==> config.mk <==
export PLATFORM = sky130hd
export DESIGN_NAME = ssba_top
export DESIGN_NICKNAME = d
export VERILOG_FILES = /design/src/hw/ssba_pkg.sv /design/src/hw/ssba_fifo.sv /design/src/hw/ssba_deser.sv /design/src/hw/ssba_top.sv
export SDC_FILE = /design/constraint.sdc
export NUM_CORES = 1
export LEC_CHECK = 0
export BUFFER_PORTS_ARGS = -buffer_cell sky130_fd_sc_hd__clkbuf_2
export CAP_MARGIN = 20
export CORE_ASPECT_RATIO = 0.8
export CORE_MARGIN = 5
export CORE_UTILIZATION = 30
export CTS_CLUSTER_SIZE = 16
export DETAILED_ROUTE_END_ITERATION = 7
export GPL_TIMING_DRIVEN = 0
export PLACE_DENSITY = 0.51
export SLEW_MARGIN = 10
export SYNTH_ARGS = -nofsm -noshare
export SYNTH_HDL_FRONTEND = slang
export SYNTH_SLANG_ARGS = --single-unit
==> constraint.sdc <==
create_clock -name mclk -period 3.1 [get_ports mclk]
set_input_delay 0.62 -clock mclk [delete_from_list [all_inputs] [get_ports mclk]]
set_output_delay 0.62 -clock mclk [all_outputs]
set_load 0.01 [all_outputs]
==> src/hw/ssba_pkg.sv <==
// Package: constants, carriers and helpers of the serdes word aligner
package ssba_pkg;
    localparam int unsigned WORD_W       = 10;
    localparam int unsigned FIFO_DEPTH   = 4;
    localparam int unsigned MAX_CHAN     = 20;
    localparam int unsigned CTRL_W       = 23;
    // Bit rate is one bit per mclk cycle
    localparam int unsigned BIT_MBPS     = 100;
    localparam int unsigned HS_LIMIT_MBPS = 840;
    localparam int unsigned LS_LIMIT_MBPS = 462;
    localparam logic [7:0]  OFS_CTRL     = 8'h00;
    localparam logic [7:0]  OFS_STATUS   = 8'h04;
    localparam logic [7:0]  OFS_TXDATA   = 8'h08;
    localparam logic [7:0]  OFS_RXDATA   = 8'h0C;
    localparam logic [7:0]  OFS_SLIP     = 8'h10;
    localparam int unsigned ST_LOCKED    = 0;
    localparam int unsigned ST_RX_NEW    = 1;
    localparam int unsigned ST_RATE_OK   = 2;
    localparam int unsigned ST_CHAN_CLIP = 3;
    localparam int unsigned ST_TX_FULL   = 4;
    localparam int unsigned ST_SLIPS     = 8;
    localparam int unsigned RX_NEW_POS   = 16;
    localparam logic [22:0] CTRL_RST     = 23'h04200C;

    typedef enum logic [2:0] {JSEL_1, JSEL_2, JSEL_4, JSEL_7, JSEL_8, JSEL_10} ssba_jsel_t;
    typedef enum logic [1:0] {REF_PIN, REF_GLOBAL, REF_REGIONAL} ssba_ref_t;
    typedef enum logic [1:0] {FWD_OFF, FWD_FULL, FWD_DIV} ssba_fwd_t;

    typedef struct packed {
        logic [4:0] chan_cnt;
        logic       low_speed;
        logic       cross_quad;
        logic [3:0] fwd_div;
        ssba_fwd_t  fwd_mode;
        ssba_ref_t  ref_sel;
        logic [4:0] mult_m1;
        ssba_jsel_t jsel;
    } ssba_ctrl_t;

    typedef struct packed {
        logic        psel;
        logic        penable;
        logic        pwrite;
        logic [7:0]  paddr;
        logic [31:0] pwdata;
    } ssba_apb_req_t;

    typedef struct packed {
        logic        pready;
        logic        pslverr;
        logic [31:0] prdata;
    } ssba_apb_rsp_t;

    typedef struct packed {
        logic              valid;
        logic [WORD_W-1:0] data;
    } ssba_word_t;

    function automatic logic [3:0] ssba_jwidth(input ssba_jsel_t j);
        logic [3:0] w;
        unique case (j)
            JSEL_1:  w = 4'h1;
            JSEL_2:  w = 4'h2;
            JSEL_4:  w = 4'h4;
            JSEL_7:  w = 4'h7;
            JSEL_8:  w = 4'h8;
            default: w = 4'hA;
        endcase
        return w;
    endfunction

    // Unsupported divisors fall back to half rate
    function automatic logic [3:0] ssba_fwd_divisor(input logic [3:0] d);
        logic [3:0] r;
        r = d;
        if (!(d == 4'h4 || d == 4'h7 || d == 4'h8 || d == 4'hA)) begin
            r = 4'h2;
        end
        return r;
    endfunction
endpackage

==> src/hw/ssba_fifo.sv <==
// Small valid/ready FIFO in front of the serializer
`timescale 1ns/1ns
module ssba_fifo #(
    parameter int unsigned WIDTH = 10,
    parameter int unsigned DEPTH = 4
) (
    input  wire logic             mclk,
    input  wire logic             rst_n,
    input  wire logic             in_valid,
    output logic                  in_ready,
    input  wire logic [WIDTH-1:0] in_data,
    output logic                  out_valid,
    input  wire logic             out_ready,
    output logic      [WIDTH-1:0] out_data
);
    localparam int unsigned AW = $clog2(DEPTH);
    logic [WIDTH-1:0] mem_q [DEPTH];
    logic [WIDTH-1:0] mem_d [DEPTH];
    logic [AW:0]      wp_q, wp_d, rp_q, rp_d;
    logic             push, pop;

    always_comb begin
        in_ready  = (wp_q - rp_q) != (AW+1)'(DEPTH);
        out_valid = wp_q != rp_q;
        out_data  = mem_q[rp_q[AW-1:0]];
        push      = in_valid && in_ready;
        pop       = out_valid && out_ready;
        mem_d     = mem_q;
        if (push) begin
            mem_d[wp_q[AW-1:0]] = in_data;
        end
        wp_d = push ? wp_q + (AW+1)'(1) : wp_q;
        rp_d = pop ? rp_q + (AW+1)'(1) : rp_q;
    end

    always_ff @(posedge mclk) begin
        if (!rst_n) begin
            wp_q <= '0;
            rp_q <= '0;
        end else begin
            wp_q <= wp_d;
            rp_q <= rp_d;
        end
        mem_q <= mem_d;
    end
endmodule

==> src/hw/ssba_deser.sv <==
// Deserializer with bypass, DDR capture and one-bit slip
`timescale 1ns/1ns
module ssba_deser (
    input  wire logic                 mclk,
    input  wire logic                 rst_n,
    input  wire logic                 bit_in,
    input  wire ssba_pkg::ssba_jsel_t jsel,
    input  wire logic                 slip,
    output ssba_pkg::ssba_word_t      word
);
    import ssba_pkg::*;
    logic [3:0]        cnt_q, cnt_d, jw;
    logic [WORD_W-1:0] sh_q, sh_d, mask;
    logic              ddr_hi_q, ddr_hi_d;
    ssba_word_t        word_q, word_d;

    always_comb begin
        jw       = ssba_jwidth(jsel);
        mask     = WORD_W'((11'h001 << jw) - 11'h001);
        sh_d     = {sh_q[WORD_W-2:0], bit_in};
        cnt_d    = cnt_q;
        ddr_hi_d = ddr_hi_q;
        word_d   = '{valid: 1'b0, data: word_q.data};
        if (slip) begin
            // stall one bit
            cnt_d    = cnt_q;
            // Keeps the DDR pair contiguous across a slip
            ddr_hi_d = bit_in;
        end else if (cnt_q >= jw - 4'h1) begin
            // word per J bits
            cnt_d        = 4'h0;
            word_d.valid = 1'b1;
            unique case (jsel)
                // single bit bypass
                JSEL_1:  word_d.data = {9'h000, bit_in};
                // DDR register pair
                JSEL_2:  word_d.data = {8'h00, ddr_hi_q, bit_in};
                default: word_d.data = sh_d & mask;
            endcase
        end else begin
            cnt_d = cnt_q + 4'h1;
            if (cnt_q == 4'h0) begin
                ddr_hi_d = bit_in;
            end
        end
    end

    always_ff @(posedge mclk) begin
        if (!rst_n) begin
            cnt_q    <= 4'h0;
            sh_q     <= '0;
            ddr_hi_q <= 1'b0;
            word_q   <= '0;
        end else begin
            cnt_q    <= cnt_d;
            sh_q     <= sh_d;
            ddr_hi_q <= ddr_hi_d;
            word_q   <= word_d;
        end
    end

    assign word = word_q;
endmodule

==> src/hw/ssba_top.sv <==
// Top of the source-synchronous serdes with bit-slip word alignment
//
// Overview of operation
// PLL lock needs reference period of W bit clocks, W from 1 to 32.
// Word width J selectable as 4, 7, 8 or 10, apart from W.
// J of 1 passes each single bit between pin and core.
// J of 2 uses the DDR register pair of the io element.
// PLL reference chosen from pin, global or regional clock.
// Three PLL outputs: two high-speed bit clocks and one core tick. hs_clk_b runs only in FWD_FULL and is held low otherwise.
// Each channel runs at most 840 Mbps.
// At most 20 channels per PLL; larger counts are clipped.
// Cross-quadrant clocking limits low-speed channels to 462 Mbps.
// Forwarded transmit clock leaves on a data channel path.
// Full-rate forwarded clock comes straight from the bit clock.
// Divided forwarded clocks are patterned by the serializer.
// Realignment request stalls the parallel output by one bit.
// Core keeps slipping until its pattern appears, then stops.
// One word per low-speed cycle in each direction.
// Each request slips exactly one bit, seen in the next word.
//
// The register offsets and the APB interface to the registers were left to the implementer.
`timescale 1ns/1ns
module ssba_top (
    input  wire logic                    mclk,
    input  wire logic                    rst_n,
    input  wire ssba_pkg::ssba_apb_req_t apb_req,
    output ssba_pkg::ssba_apb_rsp_t      apb_rsp,
    input  wire logic                    ref_pin,
    input  wire logic                    ref_global,
    input  wire logic                    ref_regional,
    input  wire logic                    rx_ser,
    input  wire logic                    bitslip,
    output logic                         tx_ser,
    output logic                         tx_fwd_clk,
    output logic                         hs_clk_a,
    output logic                         hs_clk_b,
    output logic                         core_tick,
    output logic                         pll_locked,
    output ssba_pkg::ssba_word_t         rx_word
);
    import ssba_pkg::*;

    ssba_ctrl_t        ctrl_q, ctrl_d, wr_ctrl;
    ssba_apb_rsp_t     rsp_q, rsp_d;
    ssba_word_t        rx_w;
    logic [7:0]        slip_cnt_q, slip_cnt_d;
    logic              slip_q, slip_d;
    logic              rx_new_q, rx_new_d;
    logic [WORD_W-1:0] rx_hold_q, rx_hold_d;
    logic              clip_q, clip_d;
    logic              rate_ok_q, rate_ok_d;
    logic              ref_prev_q, ref_now, ref_rise;
    logic [4:0]        per_q, per_d;
    logic              locked_q, locked_d;
    logic [WORD_W-1:0] tx_sh_q, tx_sh_d;
    logic [3:0]        tx_cnt_q, tx_cnt_d, jw;
    logic              tick_q, tick_d;
    logic              hs_a_q, hs_a_d, hs_b_q, hs_b_d;
    logic [3:0]        fwd_cnt_q, fwd_cnt_d, fdiv;
    logic              fwd_q, fwd_d;
    logic              acc, wr_done, rd_done, stall, mapped;
    logic              tx_push, tx_in_ready, tx_out_valid, tx_pop;
    logic [WORD_W-1:0] tx_out_data;

    // Word sits left-justified so the MSB of J leaves first
    function automatic logic [WORD_W-1:0] left_align(input logic [WORD_W-1:0] w,
                                                     input logic [3:0] n);
        return WORD_W'(w << (4'hA - n));
    endfunction

    ssba_fifo #(
        .WIDTH (WORD_W),
        .DEPTH (FIFO_DEPTH)
    ) u_tx_fifo (
        .mclk      (mclk),
        .rst_n     (rst_n),
        .in_valid  (tx_push),
        .in_ready  (tx_in_ready),
        .in_data   (apb_req.pwdata[WORD_W-1:0]),
        .out_valid (tx_out_valid),
        .out_ready (tx_pop),
        .out_data  (tx_out_data)
    );

    ssba_deser u_deser (
        .mclk   (mclk),
        .rst_n  (rst_n),
        .bit_in (rx_ser),
        .jsel   (ctrl_q.jsel),
        .slip   (slip_q),
        .word   (rx_w)
    );

    // Bus side: access completes on the edge that sees pready high
    always_comb begin
        acc     = apb_req.psel && apb_req.penable;
        wr_done = acc && rsp_q.pready && apb_req.pwrite;
        rd_done = acc && rsp_q.pready && !apb_req.pwrite;
        mapped  = apb_req.paddr inside {OFS_CTRL, OFS_STATUS, OFS_TXDATA, OFS_RXDATA, OFS_SLIP};
        // Full FIFO holds the write in its access phase
        stall   = apb_req.pwrite && apb_req.paddr == OFS_TXDATA && !tx_in_ready;
        tx_push = wr_done && apb_req.paddr == OFS_TXDATA;
        rsp_d   = '0;
        if (acc && !rsp_q.pready && !stall) begin
            rsp_d.pready  = 1'b1;
            rsp_d.pslverr = !mapped;
            if (!apb_req.pwrite) begin
                unique case (apb_req.paddr)
                    OFS_CTRL:   rsp_d.prdata = 32'(ctrl_q);
                    OFS_STATUS: begin
                        rsp_d.prdata[ST_LOCKED]        = locked_q;
                        rsp_d.prdata[ST_RX_NEW]        = rx_new_q;
                        rsp_d.prdata[ST_RATE_OK]       = rate_ok_q;
                        rsp_d.prdata[ST_CHAN_CLIP]     = clip_q;
                        rsp_d.prdata[ST_TX_FULL]       = !tx_in_ready;
                        rsp_d.prdata[ST_SLIPS +: 8]    = slip_cnt_q;
                    end
                    OFS_RXDATA: begin
                        rsp_d.prdata[WORD_W-1:0] = rx_hold_q;
                        rsp_d.prdata[RX_NEW_POS] = rx_new_q;
                    end
                    default:    rsp_d.prdata = 32'h0000_0000;
                endcase
            end
        end
    end

    // Configuration and realignment requests
    always_comb begin
        ctrl_d     = ctrl_q;
        clip_d     = clip_q;
        wr_ctrl    = ssba_ctrl_t'(apb_req.pwdata[CTRL_W-1:0]);
        slip_d     = bitslip;
        slip_cnt_d = slip_cnt_q;
        if (wr_done && apb_req.paddr == OFS_CTRL) begin
            ctrl_d = wr_ctrl;
            // illegal J keeps old width
            if (wr_ctrl.jsel > JSEL_10) begin
                ctrl_d.jsel = ctrl_q.jsel;
            end
            if (wr_ctrl.ref_sel > REF_REGIONAL) begin
                ctrl_d.ref_sel = ctrl_q.ref_sel;
            end
            if (wr_ctrl.fwd_mode > FWD_DIV) begin
                ctrl_d.fwd_mode = ctrl_q.fwd_mode;
            end
            // channel count clip
            clip_d = wr_ctrl.chan_cnt > 5'(MAX_CHAN);
            if (clip_d) begin
                ctrl_d.chan_cnt = 5'(MAX_CHAN);
            end
        end
        // software slip request
        if (wr_done && apb_req.paddr == OFS_SLIP && apb_req.pwdata[0]) begin
            slip_d = 1'b1;
        end
        // one slip per request
        if (slip_q && slip_cnt_q != 8'hFF) begin
            slip_cnt_d = slip_cnt_q + 8'h01;
        end
    end

    // Receive word capture for the core and for software
    always_comb begin
        rx_hold_d = rx_hold_q;
        rx_new_d  = rx_new_q;
        if (rd_done && apb_req.paddr == OFS_RXDATA) begin
            rx_new_d = 1'b0;
        end
        // Arrival beats a clearing read in the same cycle
        if (rx_w.valid) begin
            rx_hold_d = rx_w.data;
            rx_new_d  = 1'b1;
        end
    end

    // Fast PLL model: lock when reference period equals W bit clocks
    always_comb begin
        // reference source select
        unique case (ctrl_q.ref_sel)
            REF_GLOBAL:   ref_now = ref_global;
            REF_REGIONAL: ref_now = ref_regional;
            default:      ref_now = ref_pin;
        endcase
        ref_rise = ref_now && !ref_prev_q;
        per_d    = (per_q == 5'h1F) ? per_q : per_q + 5'h01;
        locked_d = locked_q;
        // multiply check
        if (ctrl_q.mult_m1 == 5'h00) begin
            locked_d = 1'b1;
        end else if (ref_rise) begin
            per_d    = 5'h00;
            locked_d = per_q == ctrl_q.mult_m1;
        end else if (per_q > ctrl_q.mult_m1) begin
            locked_d = 1'b0;
        end
        // channel rate ceiling
        rate_ok_d = BIT_MBPS <= HS_LIMIT_MBPS;
        // cross-quadrant low-speed ceiling
        if (ctrl_q.cross_quad && ctrl_q.low_speed) begin
            rate_ok_d = BIT_MBPS <= LS_LIMIT_MBPS;
        end
    end

    // Serializer, core tick and forwarded clock
    always_comb begin
        jw       = ssba_jwidth(ctrl_q.jsel);
        fdiv     = ssba_fwd_divisor(ctrl_q.fwd_div);
        tx_pop   = 1'b0;
        tick_d   = 1'b0;
        tx_cnt_d = tx_cnt_q + 4'h1;
        tx_sh_d  = {tx_sh_q[WORD_W-2:0], 1'b0};
        // one word per low-speed cycle
        if (tx_cnt_q >= jw - 4'h1) begin
            tx_cnt_d = 4'h0;
            tick_d   = 1'b1;
            tx_pop   = tx_out_valid;
            // Empty FIFO sends zeros rather than stale data
            // J of 1 loads one bit per cycle
            tx_sh_d  = tx_out_valid ? left_align(tx_out_data, jw) : '0;
        end
        // two bit clocks; hs_clk_b toggles only in FWD_FULL and is held low otherwise
        hs_a_d    = !hs_a_q;
        hs_b_d    = (ctrl_q.fwd_mode == FWD_FULL) ? !hs_b_q : 1'b0;
        fwd_cnt_d = (fwd_cnt_q >= fdiv - 4'h1) ? 4'h0 : fwd_cnt_q + 4'h1;
        unique case (ctrl_q.fwd_mode)
            // bit clock to the pin
            FWD_FULL: fwd_d = hs_b_d;
            // divided clock pattern
            FWD_DIV:  fwd_d = fwd_cnt_d < (fdiv >> 1);
            default:  fwd_d = 1'b0;
        endcase
    end

    always_ff @(posedge mclk) begin
        if (!rst_n) begin
            ctrl_q     <= ssba_ctrl_t'(CTRL_RST);
            rsp_q      <= '0;
            clip_q     <= 1'b0;
            slip_q     <= 1'b0;
            slip_cnt_q <= 8'h00;
            rx_hold_q  <= '0;
            rx_new_q   <= 1'b0;
            ref_prev_q <= 1'b0;
            per_q      <= 5'h00;
            locked_q   <= 1'b0;
            rate_ok_q  <= 1'b0;
            tx_sh_q    <= '0;
            tx_cnt_q   <= 4'h0;
            tick_q     <= 1'b0;
            hs_a_q     <= 1'b0;
            hs_b_q     <= 1'b0;
            fwd_cnt_q  <= 4'h0;
            fwd_q      <= 1'b0;
        end else begin
            ctrl_q     <= ctrl_d;
            rsp_q      <= rsp_d;
            clip_q     <= clip_d;
            slip_q     <= slip_d;
            slip_cnt_q <= slip_cnt_d;
            rx_hold_q  <= rx_hold_d;
            rx_new_q   <= rx_new_d;
            ref_prev_q <= ref_now;
            per_q      <= per_d;
            locked_q   <= locked_d;
            rate_ok_q  <= rate_ok_d;
            tx_sh_q    <= tx_sh_d;
            tx_cnt_q   <= tx_cnt_d;
            tick_q     <= tick_d;
            hs_a_q     <= hs_a_d;
            hs_b_q     <= hs_b_d;
            fwd_cnt_q  <= fwd_cnt_d;
            fwd_q      <= fwd_d;
        end
    end

    assign apb_rsp    = rsp_q;
    assign tx_ser     = tx_sh_q[WORD_W-1];
    // forwarded clock on a data channel
    assign tx_fwd_clk = fwd_q;
    assign hs_clk_a   = hs_a_q;
    assign hs_clk_b   = hs_b_q;
    assign core_tick  = tick_q;
    assign pll_locked = locked_q;
    assign rx_word    = rx_w;
endmodule

### Word level (Yosys, flattened, before mapping)

Cells that the tools add are included.

| word-level totals | value |
|---|---|
| logic and storage cells | 187 |
| memory bits (read-only) | 0 |
| bits of input ports | 50 |
| bits in writable memories | 0 |
| register bits after elaboration | 179 |
| latch bits | 0 |
| memories kept | 0 |

| operators by class | value |
|---|---|
| multiplexer cells | 41 |
| magnitude comparators | 12 |
| $mul | 0 |
| divide/modulo/power cells | 0 |
| bitwise operators | 10 |
| shift-type cells | 2 |
| $add $sub $neg | 12 |
| equality and inequality tests | 22 |
| reductions and logical operators | 48 |

Operators by type and width:

| kind | number |
|---|---|
| two-way mux 10 bit | 5 |
| bitwise mux 40 bit | 1 |
| two-way mux 34 bit | 1 |
| two-way mux 23 bit | 1 |
| binary-select mux 10 bit (select 2 bit) | 1 |
| demux 10 bit (select 2 bit) | 1 |
| two-way mux 5 bit | 4 |
| one-hot mux 10 bit (2 select lines) | 1 |
| one-hot mux 4 bit (5 select lines) | 1 |
| logical AND 1 bit | 18 |
| == test 8 x 4 -> 1 bit, second input constant | 2 |
| one-hot mux 5 bit (3 select lines) | 1 |
| two-way mux 1 bit | 13 |
| adder 4 x 1 -> 4 bit, second input constant | 3 |
| >= comparator 4 bit | 3 |
| two-way mux 4 bit | 3 |
| one-hot mux 6 bit (2 select lines) | 1 |
| AND reduction 2 bit | 6 |
| two-way mux 11 bit | 1 |
| AND 10 bit | 1 |
| left shift 1 x 4 -> 10 bit, first input constant | 1 |
| left shift 10 x 4 -> 10 bit | 1 |
| subtractor 10 x 1 -> 10 bit, second input constant | 1 |
| adder 8 x 1 -> 8 bit, second input constant | 1 |
| other kinds (46) | 75 |

### Longest topological paths before layout

Gate-level depths: netlist (run 1).

| depth | value |
|---|---|
| depth after elaboration | 10 |
| gate-level depth with buffers | 15 |

### By module

From an unflattened synthesis (run 1), not the netlist that was laid out.

| unflattened totals | value |
|---|---|
| cell total of the unflattened synthesis | 777 |
| area, all modules | 7936.4 um^2 |

Modules (own cells, without submodules):

| module | sequential area each (um^2) | cells each | instances | area an instance (um^2) |
|---|---|---|---|---|
| ssba_top | 1981.9 | 553 | 1 | 4908.5 |
| ssba_fifo | 1321.3 | 99 | 1 | 1889.3 |
| ssba_deser | 500.5 | 125 | 1 | 1138.6 |

### Worst setup path before layout (run 1)

OpenSTA, ideal clock, no wires.

| timing | value |
|---|---|
| kind | register to register |
| from | register ctrl_q[0] (netlist bit) |
| to | register u_deser.word_q (netlist bit u_deser.word[6]) |
| slack | 0.393 ns |
| cell stages (with the launch flop) | 13 |
| required time | 2.975 ns |
| buffers on the path | 2 |
| setup time | 0.125 ns |
| data arrival time | 2.583 ns |
| path through | dfxtp_1 -> buf_4 -> xnor2_1 -> nand2_4 -> clkinv_2 -> ha_1 -> ha_1 -> a21o_1 -> a21o_1 -> a21oi_1 -> nor2_1 -> buf_2 -> mux2i_1 |

| on the way | value |
|---|---|
| cells in the longest elaborated chain, start to end | 6 |
| elaborated cells between the ends (all ways) | 13 |
| classes of those cells | 2 x add/sub; 1 x order compare; 4 x eq/ne; 1 x shift; 2 x mux; 1 x bitwise; 2 x reduce/logical |

Ends and longest elaborated chain:

| element | line | text |
|---|---|---|
| start, declared | ssba_top.sv:43 | `ssba_ctrl_t ctrl_q, ctrl_d, wr_ctrl;` |
| start signal, assigned | ssba_top.sv:237 | `ctrl_q <= ssba_ctrl_t'(CTRL_RST);` |
| start signal, assigned | ssba_top.sv:256 | `ctrl_q <= ctrl_d;` |
| == test 3 bit (tied with other cells) | ssba_pkg.sv:61 | `unique case (j)` |
| one-hot mux 4 bit (5 select lines) | ssba_pkg.sv:61 |  |
| left shift 1 x 4 -> 10 bit | ssba_deser.sv:19 | `mask = WORD_W'((11'h001 << jw) - 11'h001);` |
| subtractor 10 x 1 -> 10 bit | ssba_deser.sv:19 |  |
| AND 10 bit | ssba_deser.sv:38 | `default: word_d.data = sh_d & mask;` |
| one-hot mux 10 bit (2 select lines) | ssba_deser.sv:33 | `unique case (jsel)` |
| end signal, assigned | ssba_deser.sv:58 | `word_q <= word_d;` |
| end, declared | ssba_deser.sv:15 | `ssba_word_t word_q, word_d;` |

Several ways; a longest one is shown, not always the timed one.
A chain may end at the register's enable or synchronous reset.

### Worst setup path after layout (run 1)

| timing | value |
|---|---|
| from | register ctrl_q[0] (netlist bit) |
| to | register tx_sh_q[5] |

| on the way | value |
|---|---|
| cells in the longest elaborated chain, start to end | 6 |
| elaborated cells between the ends (all ways) | 12 |
| classes of those cells | 2 x add/sub; 1 x order compare; 4 x eq/ne; 1 x shift; 3 x mux; 1 x reduce/logical |

Ends and longest elaborated chain:

| element | line | text |
|---|---|---|
| == test 3 bit (tied with other cells) | ssba_pkg.sv:61 |  |
| one-hot mux 4 bit (5 select lines) * | ssba_pkg.sv:61 |  |
| subtractor 4 bit | ssba_top.sv:68 | `return WORD_W'(w << (4'hA - n));` |
| left shift 10 x 4 -> 10 bit | ssba_top.sv:68 |  |
| two-way mux 10 bit | ssba_top.sv:220 | `tx_sh_d = tx_out_valid ? left_align(tx_out_data, jw) : '0;` |
| two-way mux 10 bit * | ssba_top.sv:214 | `if (tx_cnt_q >= jw - 4'h1) begin` |
| end signal, assigned | ssba_top.sv:267 | `tx_sh_q <= tx_sh_d;` |
| end, declared | ssba_top.sv:55 | `logic [WORD_W-1:0] tx_sh_q, tx_sh_d;` |

Mark *: on every way between the ends. The rest lies on a longest branch, timed or not.

==> impl_metrics.csv, run 1 <==
group,metric,value,unit
die,initial_utilization,30.2,%
layout,areaGrowthSynthToFinish,19.7,%
placement,placement.cell_area,8430,µm²
sta,min_period_over_period,93.6,%
placement,io_buffer_count,82,
synth,synth-edff-count,40,
route,drt-total-wl,20.2,mm
clocking,clk_lat_worst_skew,0.44,ns
synth,synth_top_area_share,34.3,%
synth,postSynth.topFlopCell,"dfxtp_1",
route,wl_per_cell,17.0,µm
run_status,run_status,"finished, final reports clean",
grt,via_count_of_the_first_global_routing_pass,5500,
clocking,cts_made_buffers,17,
worst_setup_path,critical_path_peak_fanout,11,
synth,yosys_warnings,0,
layout,filler_cell_count,2550,
die,die_height,152,µm
placement,finalWeightedCongestion,0.833,
grt,largest_net_degree_at_the_start_of_global_routing,19,
layout,n_antenna_cell,0,
sta,final.setup.tns,0,ns
die,fp.coreArea,25100,µm²
synth,yosys_register_bits,170,
grt,global_route.usage.total,14.3,%
die,die_w,188,µm
synth,synth_top_cells_by_area,"dfxtp_1 (34%), edfxtp_1 (16%), ha_1 (7.3%)",
die,floorplan.die_area,28600,µm²
route,drt_iter0_drc,438,
worst_setup_path,path_class,"reg -> reg",
layout,drive_above_1_share,19.8,%
power,p_leak,3.56,nW
clocking,tritoncts,"built",
clocking,clock_tree.htree_level_count,4,
synth,syn_area,7590,µm²
power,power-per-cell-area,528,nW/µm²
clocking,clkSinkCount,170,
placement,dpl.hpwl,15.1,mm
flow_run,maxCapViolCount,0,
sta,timing.final.max_slew_violations,0,
sta,fin_skew,0.0128,ns
worst_hold_path,min-delay-path-class,"in -> reg",
layout,final_cell_area,9080,µm²
clocking,cts_root_buffer,"clkbuf_16",
route,drt_pass1_iterations,6,
synth,postSynthAreaPerCell,10.3,µm²
synth,synth_cells,738,
sta,timing.slew.headroom,50.6,%
grt,globalRoute.totalOverflow,0,
route,detail_route.drc_violations,0,
die,pin_count,101,
worst_setup_path,worstPathRequired,3.47,ns
worst_setup_path,worst-endpoint-arrival,3.28,ns
clocking,holdBufCountCts,0,
grt,antenna_found_initial,0,
sta,clock.fmax,344,MHz
grt,grt_pass1_wl,32.1,mm
synth,synth_async_sr_flop_share,0,%
synth,netlist.top_cell.by_area,"dfxtp_1",
worst_setup_path,cp-start-kind,"flop",
clocking,clk_transition_reported_paths,0.07,ns
synth,ys_seq_area_share,50.1,%
sta,final-hold-violation-count,0,
sta,worst_pin_slew,0.741,ns
clocking,clock_tree.buffer_depth,2,
layout,postLayoutCoreUtil,36.2,%
sta,clock_period_minus_worst_slack,2.90,ns
route,vias,5652,
synth,synth.lib_cells_used.distinct,68,
layout,final_nets,944,
die,number_of_core_rows,52,
sta,finalSetupViolations,0,
power,worst_ir_drop_vdd,0.322,mV
route,antenna_violating_nets_post_route,0,
route,detail_route.vias_per_cell,4.76,
worst_setup_path,cp-end-kind,"flop",
per-layer routing:
layer,GRT usage [%],part of all wire (%)
met3,3.41,4.5
met1,21.4,52
met5,0,0
met4,3.21,0.88
met2,20.9,43
cell usage in the layout, fill, tap and decap left out, types with 9 or more instances in the layout:
master	synthesis	layout
a22oi_1	12	12
nor3_1	12	12
conb_1	1	9
edfxtp_1	40	40
nand3_1	24	24
and3_1	11	11
a21oi_1	34	33
nor2_1	88	86
ha_1	44	43
buf_4	12	16
clkbuf_1	16	15
xor2_1	13	13
clkbuf_16	0	17
and2_1	13	13
buf_2	10	9
inv_1	30	30
xnor2_1	16	15
nand2_1	72	72
clkbuf_2	0	83
mux2i_1	30	30
o21ai_0	20	19
dfxtp_1	130	129
synth_stat cells (5+ instances only):
cell      number
a31oi_1        6
mux2i_1       30
nor2_1        88
nand2b_1       5
and3_1        11
xor2_1        13
xnor2_1       16
dfxtp_1      130
o211ai_1       5
buf_4         12
nand3_1       24
nand2_1       72
a21oi_1       34
nor3_1        12
edfxtp_1      40
inv_1         30
buf_2         10
ha_1          44
clkbuf_1      16
and2_1        13
a22oi_1       12
o21ai_0       20
a222oi_1       7
mux4_1         8
nand4_1        8
cells by family (layout without fill, tap and decap cells):
group	after synthesis	in the layout	share of synthesized area [%]
xor gates and xnor gates	29	29	3.35
buffers and inverters	73	190	4.48
DFF	170	170	50.1
muxes	43	43	8.01
other	1	9	0.0494
and+or+nand+nor	265	265	16.5
AOI/OAI and AO/OA	113	113	10.2
adders and majority gates	44	44	7.25
critical path, cell delays in order (launching register included):
cell and delay [ns]:
dfxtp_1 0.30, buf_4 0.17, xnor2_2 0.17, nand2_4 0.18
clkinv_2 0.18, ha_2 0.38, ha_1 0.29, a211oi_1 0.08
o21bai_2 0.25, nand4_1 0.23, or4_1 0.52, nand3_1 0.09
what timing repair did:
item,in CTS,in global routing
resized for setup,4,8
endpoints found under the hold margin,0,0
setup endpoints to repair,18,20
setup buffers,2,1
pin swaps,1,3
power by group:
part | total (W) | leakage (nW) | internal (W) | switching (W)
Sequential | 0.00233 | 1.41 | 0.00230 | 0.0000379
Combinational | 0.000329 | 1.86 | 0.000136 | 0.000192
Clock | 0.00213 | 0.289 | 0.00110 | 0.00103
worst paths after layout:
path              from         end  slack [ns]  depth (start not counted)
min reg2reg   hs_clk_a    hs_clk_a        0.42                          1
max          ctrl_q[0]  tx_sh_q[5]        0.20                         11
max reg2reg  ctrl_q[0]  tx_sh_q[5]        0.20                         11
min              rst_n   rate_ok_q        0.40                          1
state kept, by name, summed over array words and instances (netlist names), 5 cells and up:
name	count
u_tx_fifo.mem_q	40
apb_rsp	25
ctrl_q	23
u_deser.word	11
rx_hold_q	10
tx_sh_q	10
u_deser.sh_q	9
slip_cnt_q	8
per_q	5
stage by stage:
step	total power (W)	std cells	setup WS, ns	hold slack, ns
after global routing	0.00500	1187	-0.00774	0.392
after CTS	0.00482	1186	-0.0154	0.386
after global placement	0.00270	1152	-0.122	0.397
after floorplan	0.00258	746	0.393	0.401
final	0.00479	1187	0.197	0.397
after detailed placement	0.00269	1152	-0.0779	0.398
cell type report:
| class | instances | area (µm²) | area share (%) |
|---|---|---|---|
| plain buffers | 41 | 223 | 2.45 |
| clock buffers | 18 | 439 | 4.84 |
| clock inverters | 14 | 149 | 1.64 |
| inverters | 32 | 121 | 1.34 |
| multi-input cells | 503 | 3500 | 38.6 |
| flip-flops and latches | 170 | 3800 | 41.9 |
| well taps | 324 | 405 | 4.46 |
| repair buffers | 85 | 433 | 4.77 |
No activity file was read; power rests on OpenSTA's default activity.
==> inputs of run 2 (changes only) <==
--- a/config.mk
+++ b/config.mk
@@ -14,6 +14,7 @@
 export DETAILED_ROUTE_END_ITERATION = 7
 export GPL_TIMING_DRIVEN = 0
 export PLACE_DENSITY = 0.51
+export RECOVER_POWER = 25
 export SLEW_MARGIN = 10
 export SYNTH_ARGS = -nofsm -noshare
 export SYNTH_HDL_FRONTEND = slang
==> run 2 against run 1 <==
Global-route usage is the same. Critical path depth unchanged. Wire length about the same. Clock power about the same. Flip-flop and latch count did not move. Highest routed layer unchanged. Sequential share of layout area up 0.16 points. First-iteration DRC count decreased by 12%. Utilization down 0.14 points. Largest power group unchanged. Worst hold slack better by 0.0013 ns. Die area unchanged. Combinational power hardly changed.
==> impl_metrics.csv, run 2 (synthesis results as in run 1) <==
group,metric,value,unit
run_status,run_status,"finished, final reports clean",
sta,fin_skew,0.0128,ns
grt,largest_net_degree_at_the_start_of_global_routing,19,
placement,pre_cts_ws,-0.0779,ns
layout,n_antenna_cell,0,
worst_setup_path,cp-start-kind,"flop",
worst_hold_path,min-delay-path-class,"in -> reg",
power,post_layout_power,0.00479,W
worst_setup_path,critical-path-top-delay-family,"simple AND/OR/NAND/NOR gates",
sta,timing.final.max_slew_violations,0,
grt,antenna_found_initial,0,
route,drt-total-wl,20.2,mm
placement,io_buffer_count,82,
worst_hold_path,worstHoldStart,"apb_req[13]",
worst_setup_path,worst-endpoint-arrival,3.28,ns
layout,final_nets,944,
sta,final.setup.tns,0,ns
clocking,tritoncts,"built",
die,fp.coreArea,25100,µm²
route,wl_per_cell,17.0,µm
worst_hold_path,worst_hold_path.endpoint,"ctrl_q[13]",
sta,timing.slew.headroom,50.1,%
worst_setup_path,ff2ff_setup_slack,0.20,ns
power,worst_ir_drop_vdd,0.320,mV
route,detail_route.vias_per_cell,4.75,
placement,placement.cell_area,8430,µm²
placement,dpl.hpwl,15.1,mm
layout,largest_register_by_flop_count,"u_tx_fifo.mem_q",
clocking,holdBufCountCts,0,
route,vias,5634,
worst_setup_path,cp-end-kind,"flop",
clocking,clk_transition_reported_paths,0.08,ns
worst_setup_path,critical_path.slowest_cell,"or4_1",
layout,mostFrequentLayoutCell,"dfxtp_1",
layout,final_cell_area,9040,µm²
layout,largest_reg_flops,40,
placement,finalWeightedCongestion,0.833,
worst_setup_path,reg_to_reg_start,"ctrl_q[0]",
clocking,cts_made_buffers,17,
power,power-per-cell-area,529,nW/µm²
route,drt_iter0_drc,384,
worst_setup_path,worstPathCellList,"buf_4 -> xnor2_2 -> nand2_4 -> clkinv_2 -> ha_2 -> ha_1 -> a211oi_1 -> o21bai_2 -> nand4_1 -> or4_1 -> nand3_1",
power,p_leak,3.46,nW
layout,drive_above_1_share,16.6,%
worst_hold_path,min_path_cells,3,
worst_setup_path,cpPeakStageDelay,0.53,ns
sta,final-hold-violation-count,0,
grt,via_count_of_the_first_global_routing_pass,5500,
die,die_height,152,µm
clocking,clock_tree.buffer_depth,2,
die,initial_utilization,30.2,%
worst_setup_path,worstRegToRegCells,11,
die,die_w,188,µm
die,floorplan.die_area,28600,µm²
worst_setup_path,worst_setup_path_startpoint,"ctrl_q[0]",
worst_setup_path,worstPathRequired,3.47,ns
die,pin_count,101,
sta,setup_ws,0.198,ns
route,detail_route.drc_violations,0,
sta,clock.fmax,345,MHz
flow_run,maxCapViolCount,0,
sta,finalSetupViolations,0,
grt,global_route.usage.total,14.3,%
worst_setup_path,path_class,"reg -> reg",
route,drt_pass1_iterations,7,
clocking,cts_root_buffer,"clkbuf_16",
sta,worst_pin_slew,0.749,ns
route,antenna_violating_nets_post_route,0,
layout,areaGrowthSynthToFinish,19.2,%
die,number_of_core_rows,52,
grt,grt_pass1_wl,32.1,mm
worst_setup_path,worst_r2r_endpoint,"tx_sh_q[5]",
layout,most-common-layout-cells,"dfxtp_1 (129), nor2_1 (86), nand2_1 (72)",
clocking,clk_lat_worst_skew,0.44,ns
sta,min_period_over_period,93.6,%
grt,globalRoute.totalOverflow,0,
clocking,clkSinkCount,170,
sta,clock_period_minus_worst_slack,2.90,ns
worst_setup_path,cp.buffers_inverters,2,
clocking,clock_tree.htree_level_count,4,
worst_setup_path,critical_path_peak_fanout,11,
-- run 2: cell counts in the layout (fill, tap and decap cells not counted) --
No cell type changed its count.
-- run 2: report_power, final --
group | total, W | internal (W) | switching [W]
Sequential | 0.00233 | 0.00230 | 0.0000378
Clock | 0.00213 | 0.00110 | 0.00103
Combinational | 0.000326 | 0.000134 | 0.000192
Total | 0.00479 | 0.00353 | 0.00126
-- run 2: worst min-delay path, delay by kind of cell --
kind | cells | cell delay [ns]
buffers and inverters | 1 | 0.08
and+or+nand+nor | 2 | 0.11
-- run 2: layout make-up --
type | instances | area, µm²
clock buffer | 18 | 439
buffer | 41 | 223
fill | 2571 | 16100
sequential | 170 | 3800
inverter | 32 | 121
timing repair buffer | 85 | 398
clock inverter | 14 | 149
multi-input combinational | 503 | 3500
tap | 324 | 405
-- run 2: metrics by stage --
stage | std cells | util, % | hold WS [ns]
4_1_cts | 1186 | 36.0 | 0.386
6_report | 1187 | 36.0 | 0.398
2_1_floorplan | 746 | - | 0.401
5_1_grt | 1187 | 36.0 | 0.405
3_3_place_gp | 1152 | 33.6 | 0.397
3_5_place_dp | 1152 | 33.6 | 0.398
-- run 2: timing repair --
item                       CTS  global route
resized for setup            4             8
buffers inserted             2             1
setup endpoints to repair   18            20
pin swaps                    1             3
-- run 2: worst max path at each step --
stage,end,cells past startpoint
after global routing,tx_fwd_clk,14
after detailed placement,tx_fwd_clk,14
after global placement,tx_fwd_clk,14
after floorplan,u_deser.word[6],12
after CTS,tx_sh_q[5],11
final,tx_sh_q[5],11
-- run 2: routing by layer --
layer / wire length (µm) / track usage (%) / up-vias
li1: - / - / 2824
met1: 10500 / 21.4 / 2667
met2: 8600 / 20.9 / 129
met3: 972 / 3.41 / 14
met4: 163 / 3.21 / 0
met5: 0 / 0 / -
==> inputs of run 3 (changes only) <==
--- a/config.mk
+++ b/config.mk
@@ -6,10 +6,11 @@
 export NUM_CORES = 1
 export LEC_CHECK = 0
 export BUFFER_PORTS_ARGS = -buffer_cell sky130_fd_sc_hd__clkbuf_2
-export CAP_MARGIN = 20
+export CAP_MARGIN = 10
 export CORE_ASPECT_RATIO = 0.8
 export CORE_MARGIN = 5
 export CORE_UTILIZATION = 30
+export CTS_BUF_LIST = sky130_fd_sc_hd__clkbuf_8
 export CTS_CLUSTER_SIZE = 16
 export DETAILED_ROUTE_END_ITERATION = 7
 export GPL_TIMING_DRIVEN = 0
==> run 3 against run 2 <==
Non-clock buffer count did not move. Die area unchanged. Maximum frequency decreased by 0.14%. Flip-flop and latch count unchanged. Sequential power hardly changed. Wire length shrank 0.50%. Final cell count unchanged. Clock skew increased by 0.0034 ns. Highest routed layer unchanged. Clock-buffer cell count unchanged. Combinational power up 3%. Setup slack got worse by 0.0041 ns. Power down 11%. Critical endpoint unchanged.
==> impl_metrics.csv, run 3 (synthesis results as in run 1) <==
group,metric,value,unit
die,pin_count,101,
layout,most-common-layout-cells,"dfxtp_1 (129), nor2_1 (86), nand2_1 (72)",
sta,worst_pin_slew,0.749,ns
sta,final-hold-violation-count,0,
die,number_of_core_rows,52,
sta,min_period_over_period,93.7,%
route,wl_per_cell,16.9,µm
layout,final_cell_count_no_fill,1187,
die,die_w,188,µm
placement,pre_cts_ws,-0.0779,ns
power,p_sw_share,27.9,%
clocking,cts_made_buffers,17,
worst_hold_path,min-delay-path-class,"in -> reg",
die,die_height,152,µm
power,p_leak,3.37,nW
layout,final_nets,944,
power,power-per-cell-area,480,nW/µm²
worst_setup_path,reg_to_reg_start,"ctrl_q[0]",
clocking,cts_root_buffer,"clkbuf_8",
clocking,clock_tree.buffer_depth,2,
layout,largest_register_by_flop_count,"u_tx_fifo.mem_q",
layout,drive_above_1_share,16.7,%
sta,setup_ws,0.194,ns
sta,clock.fmax,344,MHz
sta,timing.final.max_slew_violations,0,
grt,antenna_found_initial,0,
clocking,tritoncts,"built",
clocking,clkSinkCount,170,
grt,via_count_of_the_first_global_routing_pass,5492,
worst_hold_path,worstHoldStart,"apb_req[13]",
worst_hold_path,min_path_cells,3,
worst_setup_path,worst_r2r_endpoint,"tx_sh_q[5]",
route,drt_iter0_drc,464,
power,cell_internal_pwr,0.00306,W
grt,globalRoute.totalOverflow,0,
grt,global_route.usage.total,14.2,%
route,antenna_violating_nets_post_route,0,
run_status,run_status,"finished, final reports clean",
power,worst_ir_drop_vdd,0.193,mV
worst_setup_path,worstRegToRegCells,11,
placement,dpl.hpwl,15.1,mm
worst_setup_path,worstPathRequired,3.51,ns
sta,finalSetupViolations,0,
worst_setup_path,critical_path_peak_fanout,11,
sta,fin_skew,0.0163,ns
clocking,clk_transition_reported_paths,0.11,ns
die,initial_utilization,30.2,%
worst_setup_path,worst-endpoint-arrival,3.31,ns
worst_setup_path,cp-end-kind,"flop",
power,power.switching,0.00119,W
placement,finalWeightedCongestion,0.833,
route,vias,5624,
die,floorplan.die_area,28600,µm²
layout,n_antenna_cell,0,
placement,dp_cells,1152,
layout,largest_reg_flops,40,
die,fp.coreArea,25100,µm²
flow_run,maxCapViolCount,0,
clocking,clk_lat_worst_skew,0.46,ns
power,share_clk_of_total_power,37.2,%
clocking,clock_tree.htree_level_count,4,
layout,areaGrowthSynthToFinish,16.7,%
grt,largest_net_degree_at_the_start_of_global_routing,19,
worst_setup_path,cp-start-kind,"flop",
route,drt_pass1_iterations,5,
layout,mostFrequentLayoutCell,"dfxtp_1",
sta,timing.slew.headroom,50.1,%
route,detail_route.drc_violations,0,
power,p_comb_share,7.9,%
sta,clock_period_minus_worst_slack,2.91,ns
worst_hold_path,worst_hold_path.endpoint,"ctrl_q[13]",
route,detail_route.vias_per_cell,4.74,
power,power_frac_seq,54.9,%
worst_setup_path,ff2ff_setup_slack,0.19,ns
placement,io_buffer_count,82,
worst_setup_path,path_class,"reg -> reg",
route,drt-total-wl,20.1,mm
grt,grt_pass1_wl,31.9,mm
[run 3: layout make-up]
class / count / area (µm²)
fillers: 2591 / 16300
flip-flops and latches: 170 / 3800
multi-input cells: 503 / 3510
well taps: 324 / 405
repair buffers: 85 / 398
clock buffers: 18 / 248
plain buffers: 41 / 223
clock inverters: 14 / 149
inverters: 32 / 121
[run 3: layer usage]
metal | up-vias | global-route usage (%) | part of all wire, % | routed length (µm)
li1 | 2822 | - | - | -
met1 | 2658 | 21.1 | 51 | 10300
met2 | 135 | 20.8 | 43 | 8690
met3 | 9 | 3.73 | 5.0 | 1010
met4 | 0 | 2.66 | 0.55 | 110
met5 | - | 0 | 0 | 0
[run 3: timing repair]
action                                  in CTS  in global routing
cloned                                       0                  0
pin swaps                                    1                  3
hold buffers                                 0                  0
endpoints found under the setup margin      18                 20
gates resized for setup                      4                  9
setup buffers                                2                  1
[run 3: worst max-delay path, cell delays in order, from the launching register on]
cell,delay (ns)
dfxtp_1,0.31
buf_4,0.17
xnor2_2,0.17
nand2_4,0.18
clkinv_2,0.18
ha_2,0.38
ha_1,0.29
a211oi_1,0.07
o21bai_2,0.25
nand4_1,0.23
or4_1,0.53
nand3_1,0.09
[run 3: per-stage QoR]
stage	instance area [µm²]	hold WS, ns	power [W]	utilization (%)	TNS, ns
2_1_floorplan	7620	0.401	0.00258	-	0
3_3_place_gp	8430	0.397	0.00270	33.6	-0.704
3_5_place_dp	8430	0.398	0.00269	33.6	-0.509
4_1_cts	8850	0.335	0.00428	35.3	-0.0184
5_1_grt	8860	0.342	0.00445	35.3	-0.0151
6_report	8860	0.364	0.00425	35.3	0
[run 3: worst max-delay path by stage]
stage / start / to / slack [ns] / depth (start not counted)
after floorplan: ctrl_q[0] / u_deser.word[6] / 0.39 / 12
after global placement: ctrl_q[13] / tx_fwd_clk / -0.12 / 14
after detailed placement: ctrl_q[13] / tx_fwd_clk / -0.08 / 14
after CTS: ctrl_q[0] / tx_sh_q[5] / -0.02 / 11
after global routing: ctrl_q[14] / tx_fwd_clk / -0.02 / 15
final: ctrl_q[0] / tx_sh_q[5] / 0.19 / 11
[run 3: power by group through the flow]
stage               registers [W]  logic, W  clock network, W
floorplan                 0.00237  0.000206                 0
global placement          0.00239  0.000310                 0
detailed placement        0.00239  0.000308                 0
CTS                       0.00233  0.000313           0.00163
global route              0.00234  0.000387           0.00173
finish                    0.00233  0.000335           0.00158
